`config.mk`:
```
export PLATFORM = sky130hd
export DESIGN_NAME = ipg_access_timer
export DESIGN_NICKNAME = d
export VERILOG_FILES = /design/src/hw/ipg_pkg.sv /design/src/hw/ipg_access_timer.sv
export SDC_FILE = /design/constraint.sdc
export NUM_CORES = 1
export LEC_CHECK = 0
export BUFFER_PORTS_ARGS = -buffer_cell sky130_fd_sc_hd__buf_2
export CAP_MARGIN = 20
export CORE_MARGIN = 4
export CORE_UTILIZATION = 68
export CTS_BUF_LIST = sky130_fd_sc_hd__clkbuf_2
export CTS_CLUSTER_SIZE = 12
export DETAILED_ROUTE_END_ITERATION = 10
export PLACE_DENSITY = 0.92
export SETUP_SLACK_MARGIN = 0.02
export SKIP_LAST_GASP = 1
export SYNTH_ARGS = -nofsm -noshare
export SYNTH_HDL_FRONTEND = slang
export SYNTH_SLANG_ARGS = --single-unit
```
`constraint.sdc`:
```
create_clock -name ref_clk -period 21 [get_ports ref_clk]
set_clock_uncertainty 0.15 [all_clocks]
set_input_delay 2.1 -clock ref_clk [delete_from_list [all_inputs] [get_ports ref_clk]]
set_output_delay 2.1 -clock ref_clk [all_outputs]
set_load 0.1 [all_outputs]
```
`src/hw/ipg_pkg.sv`:
```
// Package for the interpacket gap access timer: register map, field positions, cycle counts.
// Assumes a 20 MHz ref_clk and an AXI4-Lite master with 32-bit data.
package ipg_pkg;
    localparam int unsigned CLK_HZ = 20000000;
    // Register byte offsets
    localparam logic [7:0] REG_CTRL = 8'h00;
    localparam logic [7:0] REG_PAD = 8'h04;
    localparam logic [7:0] REG_INDET = 8'h08;
    localparam logic [7:0] REG_MINGAP = 8'h0c;
    localparam logic [7:0] REG_SLOTW = 8'h10;
    localparam logic [7:0] REG_SLOTS = 8'h14;
    localparam logic [7:0] REG_BITW = 8'h18;
    localparam logic [7:0] REG_STATUS = 8'h1c;
    // Control fields
    localparam int CTRL_MODE_LO = 0;
    localparam int CTRL_EN = 2;
    localparam int CTRL_TXREQ = 3;
    localparam int CTRL_RXDONE = 4;
    localparam int CTRL_TXDONE = 5;
    // Mode encodings
    localparam logic [1:0] MODE_DIFF = 2'h0;
    localparam logic [1:0] MODE_SE = 2'h1;
    localparam logic [1:0] MODE_SP = 2'h2;
    // Processor handling times in ref_clk cycles; activity hold in bit times
    localparam logic [15:0] POST_TX_WIRE = 16'd313;
    localparam logic [15:0] POST_TX_SP = 16'd307;
    localparam logic [15:0] POST_RX_WIRE = 16'd295;
    localparam logic [15:0] POST_RX_SP = 16'd285;
    localparam logic [15:0] PRE_WIRE = 16'd270;
    localparam logic [15:0] PRE_SP = 16'd317;
    localparam logic [15:0] ACT_HOLD_BITS = 16'd3;
    // Processor minor cycle of 300 ns at a 20 MHz MAC clock
    localparam int unsigned MINOR_NS = 300;
    localparam int unsigned MINOR_CYC_I = (MINOR_NS * (CLK_HZ / 1000000)) / 1000;
    localparam logic [15:0] MINOR_CYC = MINOR_CYC_I[15:0];
    // Reset values
    localparam logic [15:0] PAD_RST = 16'h0010;
    localparam logic [15:0] INDET_RST = 16'h0008;
    localparam logic [15:0] MINGAP_RST = 16'h0020;
    localparam logic [15:0] SLOTW_RST = 16'h0010;
    localparam logic [7:0] SLOTS_RST = 8'h10;
    localparam logic [15:0] BITW_RST = 16'h0010;
    typedef enum logic [8:0] {
        ST_IDLE = 9'h001,
        ST_POST = 9'h002,
        ST_PAD = 9'h004,
        ST_IDLEWAIT = 9'h008,
        ST_PRE = 9'h010,
        ST_COUNT = 9'h020,
        ST_MINGAP = 9'h040,
        ST_START = 9'h080,
        ST_TX = 9'h100
    } ipg_state_t;
endpackage

```
`src/hw/ipg_access_timer.sv`:
```
// Interpacket gap sequencer with an AXI4-Lite register slave.
// Assumes line inputs synchronous to ref_clk; one write and one read in flight at a time.
`timescale 1ns/100ps
`default_nettype none
module ipg_access_timer
    import ipg_pkg::*;
(
    input wire logic ref_clk,
    input wire logic sys_rst,
    input wire logic [7:0] s_axi_awaddr,
    input wire logic s_axi_awvalid,
    output logic s_axi_awready,
    input wire logic [31:0] s_axi_wdata,
    input wire logic [3:0] s_axi_wstrb,
    input wire logic s_axi_wvalid,
    output logic s_axi_wready,
    output logic [1:0] s_axi_bresp,
    output logic s_axi_bvalid,
    input wire logic s_axi_bready,
    input wire logic [7:0] s_axi_araddr,
    input wire logic s_axi_arvalid,
    output logic s_axi_arready,
    output logic [31:0] s_axi_rdata,
    output logic [1:0] s_axi_rresp,
    output logic s_axi_rvalid,
    input wire logic s_axi_rready,
    input wire logic line_rx,
    input wire logic rx_valid_bit,
    input wire logic sp_busy,
    input wire logic sp_tx_refuse,
    output logic tx_enable,
    output logic tx_data,
    output logic sync_qual_en,
    output logic sp_tx_req
);
    ipg_state_t state_q;
    logic [15:0] cnt_q;
    logic [7:0] slot_q;
    logic [15:0] gap_q;
    logic gap_run_q;
    logic [1:0] mode_q;
    logic en_q;
    logic tx_pend_q;
    logic last_tx_q;
    logic pkt_done_q;
    logic [15:0] pad_q, indet_q, mingap_q, slotw_q, bitw_q;
    logic [7:0] slots_q;
    logic [15:0] lfsr_q;
    logic line_q;
    logic [15:0] act_q;
    logic activity;
    logic aw_got_q, w_got_q;
    logic [7:0] aw_q;
    logic [31:0] w_q;
    logic [3:0] ws_q;
    logic refused_q;
    logic wired;
    logic sending;

    assign wired = (mode_q != MODE_SP);
    // Own transmission owns the line from the start request on
    assign sending = (state_q == ST_START) || (state_q == ST_TX);

    function automatic logic [15:0] merge16(input logic [15:0] old, input logic [31:0] d, input logic [3:0] s);
        merge16 = {s[1] ? d[15:8] : old[15:8], s[0] ? d[7:0] : old[7:0]};
    endfunction

    function automatic logic [15:0] post_cycles(input logic was_tx, input logic w);
        if (was_tx)
            post_cycles = w ? POST_TX_WIRE : POST_TX_SP;
        else
            post_cycles = w ? POST_RX_WIRE : POST_RX_SP;
    endfunction

    // Activity detect: any transition held three bit times in wired modes
    always_ff @(posedge ref_clk) begin
        if (sys_rst) begin
            line_q <= 1'b0;
            act_q <= 16'h0000;
        end else begin
            line_q <= line_rx;
            if (wired && (line_rx != line_q))
                act_q <= 16'(ACT_HOLD_BITS * bitw_q);
            else if (act_q != 16'h0000)
                act_q <= act_q - 16'h0001;
        end
    end
    // Special mode relies on the transceiver's busy line
    assign activity = wired ? ((line_rx != line_q) || (act_q != 16'h0000)) : sp_busy;

    // Bit-sync qualification enabled by valid bits, held off while sending
    always_ff @(posedge ref_clk) begin
        if (sys_rst)
            sync_qual_en <= 1'b0;
        else
            sync_qual_en <= rx_valid_bit && !sending;
    end

    // Random slot source
    always_ff @(posedge ref_clk) begin
        if (sys_rst)
            lfsr_q <= 16'hace1;
        else
            lfsr_q <= {lfsr_q[14:0], lfsr_q[15] ^ lfsr_q[13] ^ lfsr_q[12] ^ lfsr_q[10]};
    end

    // Minimum gap timer from end of code violation, independent of phases
    always_ff @(posedge ref_clk) begin
        if (sys_rst) begin
            gap_q <= 16'h0000;
            gap_run_q <= 1'b0;
        end else if (pkt_done_q) begin
            gap_q <= mingap_q;
            gap_run_q <= 1'b1;
        end else if (gap_q != 16'h0000) begin
            gap_q <= gap_q - 16'h0001;
        end else begin
            gap_run_q <= 1'b0;
        end
    end

    // Gap sequencer
    always_ff @(posedge ref_clk) begin
        if (sys_rst) begin
            state_q <= ST_IDLE;
            cnt_q <= 16'h0000;
            slot_q <= 8'h00;
            tx_enable <= 1'b0;
            tx_data <= 1'b0;
            sp_tx_req <= 1'b0;
            refused_q <= 1'b0;
        end else if (!en_q) begin
            state_q <= ST_IDLE;
            tx_enable <= 1'b0;
            sp_tx_req <= 1'b0;
        end else begin
            case (state_q)
                ST_IDLE: begin
                    if (pkt_done_q) begin
                        state_q <= ST_POST;
                        // Allow one minor cycle of packet-end skew
                        cnt_q <= post_cycles(last_tx_q, wired) + MINOR_CYC;
                    end else if (tx_pend_q) begin
                        state_q <= ST_IDLEWAIT;
                        cnt_q <= slotw_q;
                    end
                end
                ST_POST: begin
                    if (cnt_q <= 16'h0001) begin
                        state_q <= ST_PAD;
                        // Padding covers indeterminate time plus three bits in wired modes
                        cnt_q <= pad_q + indet_q + (wired ? 16'(ACT_HOLD_BITS * bitw_q) : 16'h0000);
                    end else
                        cnt_q <= cnt_q - 16'h0001;
                end
                ST_PAD: begin
                    if (cnt_q <= 16'h0001) begin
                        state_q <= tx_pend_q ? ST_IDLEWAIT : ST_IDLE;
                        cnt_q <= slotw_q;
                    end else
                        cnt_q <= cnt_q - 16'h0001;
                end
                ST_IDLEWAIT: begin
                    if (activity)
                        cnt_q <= slotw_q;
                    else if (cnt_q <= 16'h0001) begin
                        state_q <= ST_PRE;
                        cnt_q <= wired ? PRE_WIRE : PRE_SP;
                        slot_q <= lfsr_q[7:0] % (slots_q == 8'h00 ? 8'h01 : slots_q);
                    end else
                        cnt_q <= cnt_q - 16'h0001;
                end
                ST_PRE: begin
                    if (cnt_q <= 16'h0001) begin
                        state_q <= ST_COUNT;
                        cnt_q <= slotw_q;
                    end else
                        cnt_q <= cnt_q - 16'h0001;
                end
                ST_COUNT: begin
                    if (activity) begin
                        // Earlier slot taken by another node: recheck idle
                        state_q <= ST_IDLEWAIT;
                        cnt_q <= slotw_q;
                    end else if (slot_q == 8'h00)
                        state_q <= ST_MINGAP;
                    else if (cnt_q <= 16'h0001) begin
                        slot_q <= slot_q - 8'h01;
                        cnt_q <= slotw_q;
                    end else
                        cnt_q <= cnt_q - 16'h0001;
                end
                ST_MINGAP: begin
                    // Gap timer runs apart from the phases, so a late slot waits no longer
                    if (!gap_run_q || gap_q == 16'h0000) begin
                        state_q <= ST_START;
                        if (wired) begin
                            tx_enable <= 1'b1;
                            tx_data <= ~line_q;
                        end else
                            sp_tx_req <= 1'b1;
                    end
                end
                ST_START: begin
                    // Start completes within one clock, well inside a bit time
                    if (!wired && sp_tx_refuse) begin
                        // Request stays pending so the sequence retries
                        state_q <= ST_IDLEWAIT;
                        sp_tx_req <= 1'b0;
                        refused_q <= 1'b1;
                        cnt_q <= slotw_q;
                    end else
                        state_q <= ST_TX;
                end
                ST_TX: begin
                    if (pkt_done_q) begin
                        state_q <= ST_POST;
                        tx_enable <= 1'b0;
                        sp_tx_req <= 1'b0;
                        refused_q <= 1'b0;
                        cnt_q <= post_cycles(last_tx_q, wired) + MINOR_CYC;
                    end
                end
                default: state_q <= ST_IDLE;
            endcase
        end
    end

    // AXI4-Lite write channel
    always_ff @(posedge ref_clk) begin
        if (sys_rst) begin
            aw_got_q <= 1'b0;
            w_got_q <= 1'b0;
            aw_q <= 8'h00;
            w_q <= 32'h00000000;
            ws_q <= 4'h0;
            s_axi_awready <= 1'b0;
            s_axi_wready <= 1'b0;
            s_axi_bvalid <= 1'b0;
            s_axi_bresp <= 2'h0;
        end else begin
            // Ready pulses once per beat, held off while a response waits
            s_axi_awready <= !aw_got_q && !s_axi_awready && s_axi_awvalid && !s_axi_bvalid;
            s_axi_wready <= !w_got_q && !s_axi_wready && s_axi_wvalid && !s_axi_bvalid;
            if (s_axi_awvalid && s_axi_awready) begin
                aw_got_q <= 1'b1;
                aw_q <= s_axi_awaddr;
            end
            if (s_axi_wvalid && s_axi_wready) begin
                w_got_q <= 1'b1;
                w_q <= s_axi_wdata;
                ws_q <= s_axi_wstrb;
            end
            if (aw_got_q && w_got_q && !s_axi_bvalid) begin
                s_axi_bvalid <= 1'b1;
                s_axi_bresp <= (aw_q[7:2] <= REG_STATUS[7:2] && aw_q[7:2] != REG_STATUS[7:2]) ? 2'h0 : 2'h2;
                aw_got_q <= 1'b0;
                w_got_q <= 1'b0;
            end else if (s_axi_bvalid && s_axi_bready)
                s_axi_bvalid <= 1'b0;
        end
    end

    // Configuration registers written by software
    always_ff @(posedge ref_clk) begin
        if (sys_rst) begin
            mode_q <= MODE_DIFF;
            en_q <= 1'b0;
            pad_q <= PAD_RST;
            indet_q <= INDET_RST;
            mingap_q <= MINGAP_RST;
            slotw_q <= SLOTW_RST;
            slots_q <= SLOTS_RST;
            bitw_q <= BITW_RST;
            tx_pend_q <= 1'b0;
            pkt_done_q <= 1'b0;
            last_tx_q <= 1'b0;
        end else begin
            // Done strobe lasts one cycle
            pkt_done_q <= 1'b0;
            if (state_q == ST_START && !(!wired && sp_tx_refuse))
                tx_pend_q <= 1'b0;
            if (aw_got_q && w_got_q && !s_axi_bvalid) begin
                case ({aw_q[7:2], 2'b00})
                    REG_CTRL: begin
                        if (ws_q[0]) begin
                            mode_q <= w_q[CTRL_MODE_LO +: 2];
                            en_q <= w_q[CTRL_EN];
                            if (w_q[CTRL_TXREQ])
                                tx_pend_q <= 1'b1;
                            pkt_done_q <= w_q[CTRL_RXDONE] | w_q[CTRL_TXDONE];
                            // Direction of the finished packet picks the handling time
                            last_tx_q <= w_q[CTRL_TXDONE];
                        end
                    end
                    REG_PAD: pad_q <= merge16(pad_q, w_q, ws_q);
                    REG_INDET: indet_q <= merge16(indet_q, w_q, ws_q);
                    REG_MINGAP: mingap_q <= merge16(mingap_q, w_q, ws_q);
                    REG_SLOTW: begin
                        // Slot written narrower than the current bit width is raised to it; a later bit width write does not re-check
                        if (merge16(slotw_q, w_q, ws_q) < bitw_q)
                            slotw_q <= bitw_q;
                        else
                            slotw_q <= merge16(slotw_q, w_q, ws_q);
                    end
                    REG_SLOTS: if (ws_q[0]) slots_q <= w_q[7:0];
                    REG_BITW: bitw_q <= merge16(bitw_q, w_q, ws_q);
                    default: ;
                endcase
            end
        end
    end

    // AXI4-Lite read channel
    always_ff @(posedge ref_clk) begin
        if (sys_rst) begin
            s_axi_arready <= 1'b0;
            s_axi_rvalid <= 1'b0;
            s_axi_rdata <= 32'h00000000;
            s_axi_rresp <= 2'h0;
        end else begin
            s_axi_arready <= 1'b0;
            // Address taken and answer raised together; next read waits for rready
            if (s_axi_arvalid && !s_axi_arready && !s_axi_rvalid) begin
                s_axi_arready <= 1'b1;
                s_axi_rvalid <= 1'b1;
                s_axi_rresp <= 2'h0;
                case ({s_axi_araddr[7:2], 2'b00})
                    REG_CTRL: s_axi_rdata <= {26'h0, 1'b0, 1'b0, tx_pend_q, en_q, mode_q};
                    REG_PAD: s_axi_rdata <= {16'h0, pad_q};
                    REG_INDET: s_axi_rdata <= {16'h0, indet_q};
                    REG_MINGAP: s_axi_rdata <= {16'h0, mingap_q};
                    REG_SLOTW: s_axi_rdata <= {16'h0, slotw_q};
                    REG_SLOTS: s_axi_rdata <= {24'h0, slots_q};
                    REG_BITW: s_axi_rdata <= {16'h0, bitw_q};
                    REG_STATUS: s_axi_rdata <= {13'h0, refused_q, activity, state_q, slot_q};
                    default: begin
                        s_axi_rdata <= 32'h00000000;
                        s_axi_rresp <= 2'h2;
                    end
                endcase
            end else if (s_axi_rvalid && s_axi_rready)
                s_axi_rvalid <= 1'b0;
        end
    end
endmodule
`default_nettype wire

```
==> flow_summary.yaml <==
critical_path:
  critPathLaunchType: "flop"
  cp.buffers_inverters: 5
  cp-end-kind: "flop"
  path_class: "reg2reg"
  crit_family: "compound AO/OA/AOI/OAI gates"
  cp.arrival_ps: 14820
  cp_max_fo: 14
  cp_slowest_stage_delay_ps: 800
  cp.required_ps: 21660
  slowest_stage: "nor4_2"
global_routing:
  met1_usage: 0.468
  met2_usage: 0.568
  grt_pass1_wl_mm: 75.8
  grt_max_degree: 92
  grt-ovfl-total: 0
  busiest_layer: "met2"
  grtUsageMet3: 0.0707
  grt_pass1_vias: 14700
  antenna_found_initial: 2
  grt_use_total: 0.357
layout:
  drive_gt1_frac: 0.114
  nFillCells: 1711
  postLayoutCoreUtil: 0.730
  finalInstanceArea_um2: 16500
  layout.nets: 2159
  syn2layout_area_growth_pct: 6.15
power:
  switching_share: 0.374
  intPower_mw: 0.725
  power_frac_seq: 0.418
  combPwrFrac: 0.291
  p_leak_nw: 6.70
  power_mw: 1.16
  switchingPower_mw: 0.434
  power_density_nw_per_um2: 70.2
  ir_drop_uv: 58.3
  pwr-share-clk: 0.291
routing:
  drc_errors: 0
  dr.pass1.iters: 6
  wl_per_cell_um: 20.4
  wirelength_mm: 47.3
  viasPerCell: 6.72
  dr.first_iter.drc_count: 1835
  vias: 15600
  drtAntennaViolNets: 0
cts:
  h-tree-depth: 2
  cts_sinks: 234
  cts.clk_slew.worst_paths_ps: 110
  clock-root-buffer: "clkbuf_2"
  post_cts_resized: 0
  cts_tree: "yes"
  numCtsBuffers: 59
  worstSkewPairLatency_ps: 940
  cts.path.max_buffers: 3
  cts_setup_buffers: 0
  postCtsHoldBufs: 0
sta:
  holdWs_ps: 276
  fmax_ghz: 0.0706
  worstMarginPinSlew_ps: 1180
  min_period_over_period: 0.674
  slew_violations: 0
  finalHoldViolCount: 0
  slew_headroom: 0.208
  rsz0062_at_grt: "no"
  period_needed_ps: 14160
  fin_setup_tns_ps: 0
  setup_violations: 0
synth:
  synth_cell_types: 85
  yosysWarnings: 0
  async_flop_share: 0
  ys.flop_type: "dfxtp_1"
  ys_ff_latch: 234
  syn_area_per_cell_um2: 7.98
  postSynthCellCount: 1947
  synth_edf_count: 0
  yosysSeqAreaShare: 0.302
  syn-cell-area_um2: 15500
place:
  dp_hpwl_mm: 34.3
  placement.io_buffers: 70
  place_congestion: 0.999
  placed_cell_area_um2: 15900
floorplan:
  io_pins: 108
  die_h_um: 159
  core_um2: 22600
  die-area_um2: 25300
  rows: 55
  fp.dieW_um: 159
  start_util: 0.688
min_path:
  holdCritPathClass: "reg2reg"
flow_run:
  cap_violations: 0
run_status:
  outcome: "completed"
[path summary, 6_finish.rpt]
path                    from         end  slack [ps]  depth (start not counted)
setup reg to reg  slots_q[5]   slot_q[3]        6840                         52
setup / recovery  slots_q[5]   slot_q[3]        6840                         52
hold / removal     lfsr_q[9]  lfsr_q[10]         280                          1
hold reg to reg    lfsr_q[9]  lfsr_q[10]         280                          1
[state kept, by name, indices dropped and copies added (netlist names), 6 cells and up]
| name | cells |
|---|---|
| state_q | 9 |
| gap_q | 16 |
| pad_q | 16 |
| slots_q | 8 |
| w_q | 16 |
| slotw_q | 16 |
| mingap_q | 16 |
| bitw_q | 16 |
| act_q | 16 |
| cnt_q | 16 |
| indet_q | 16 |
| aw_q | 6 |
| slot_q | 8 |
| lfsr_q | 16 |
| s_axi_rdata | 19 |
[cell families after synthesis]
| group | Yosys count | share of synthesized area |
|---|---|---|
| simple gates | 720 | 0.226 |
| compound gates | 513 | 0.217 |
| flops | 234 | 0.302 |
| buf+inv | 195 | 0.0511 |
| fa+ha+maj | 108 | 0.0957 |
| mux | 106 | 0.0698 |
| xor+xnor | 70 | 0.0395 |
| other cells | 1 | 0.000241 |
[power by group through the flow]
stage | clock, mW | combinational, mW | sequential [mW]
after floorplan | 0 | 0.266 | 0.493
after global placement | 0 | 0.316 | 0.491
final | 0.337 | 0.337 | 0.484
after global routing | 0.363 | 0.373 | 0.487
after detailed placement | 0 | 0.328 | 0.493
after CTS | 0.338 | 0.330 | 0.483
[Yosys cell counts, drive strengths merged (40+ instances only)]
library cell / count / share of area
mux2i: 87 / 0.056
a22oi: 58 / 0.028
nor2: 265 / 0.064
inv: 76 / 0.018
dfxtp: 234 / 0.30
nand3: 45 / 0.015
a21oi: 154 / 0.050
o21ai: 80 / 0.026
clkbuf: 90 / 0.022
nand2: 142 / 0.034
ha: 90 / 0.072
nor3: 67 / 0.022
a211oi: 40 / 0.019
[cells in the final DEF (no fill, tap or decap), types with 22 or more instances in the layout]
| cell type | instances |
|---|---|
| nor2_1 | 265 |
| dfxtp_1 | 234 |
| a21oi_1 | 154 |
| nand2_1 | 142 |
| ha_1 | 90 |
| mux2i_1 | 87 |
| clkbuf_2 | 79 |
| inv_1 | 76 |
| o21ai_0 | 73 |
| buf_2 | 70 |
| nor3_1 | 67 |
| a22oi_1 | 58 |
| nand3_1 | 45 |
| a211oi_1 | 40 |
| xnor2_1 | 36 |
| xor2_1 | 34 |
| or3_1 | 27 |
| a31oi_1 | 26 |
| o21a_1 | 23 |
| nand2b_1 | 23 |
| nor2b_1 | 22 |
[final cells by class]
type | instances | area (um2) | area share
Multi-Input combinational cell | 1532 | 10100 | 0.614
Sequential cell | 234 | 4680 | 0.284
Timing Repair Buffer | 84 | 459 | 0.0278
Clock buffer | 79 | 395 | 0.0240
Tap cell | 285 | 357 | 0.0216
Inverter | 77 | 289 | 0.0175
Clock inverter | 27 | 176 | 0.0107
Antenna cell | 3 | 7.51 | 0.000455
[layer usage]
layer | vias to the layer above | share of wire
li1 | 7140 | -
met1 | 7240 | 0.39
met2 | 1015 | 0.44
met3 | 210 | 0.12
met4 | 0 | 0.051
met5 | - | 0
[through the flow]
| step | setup slack, ps | instances |
|---|---|---|
| 2_1_floorplan | 9650 | 1961 |
| 3_3_place_gp | 7900 | 2210 |
| 3_5_place_dp | 7500 | 2212 |
| 4_1_cts | 7260 | 2318 |
| 5_1_grt | 5990 | 2320 |
| 6_report | 6840 | 2321 |
Power figures use the tool's default switching activity.
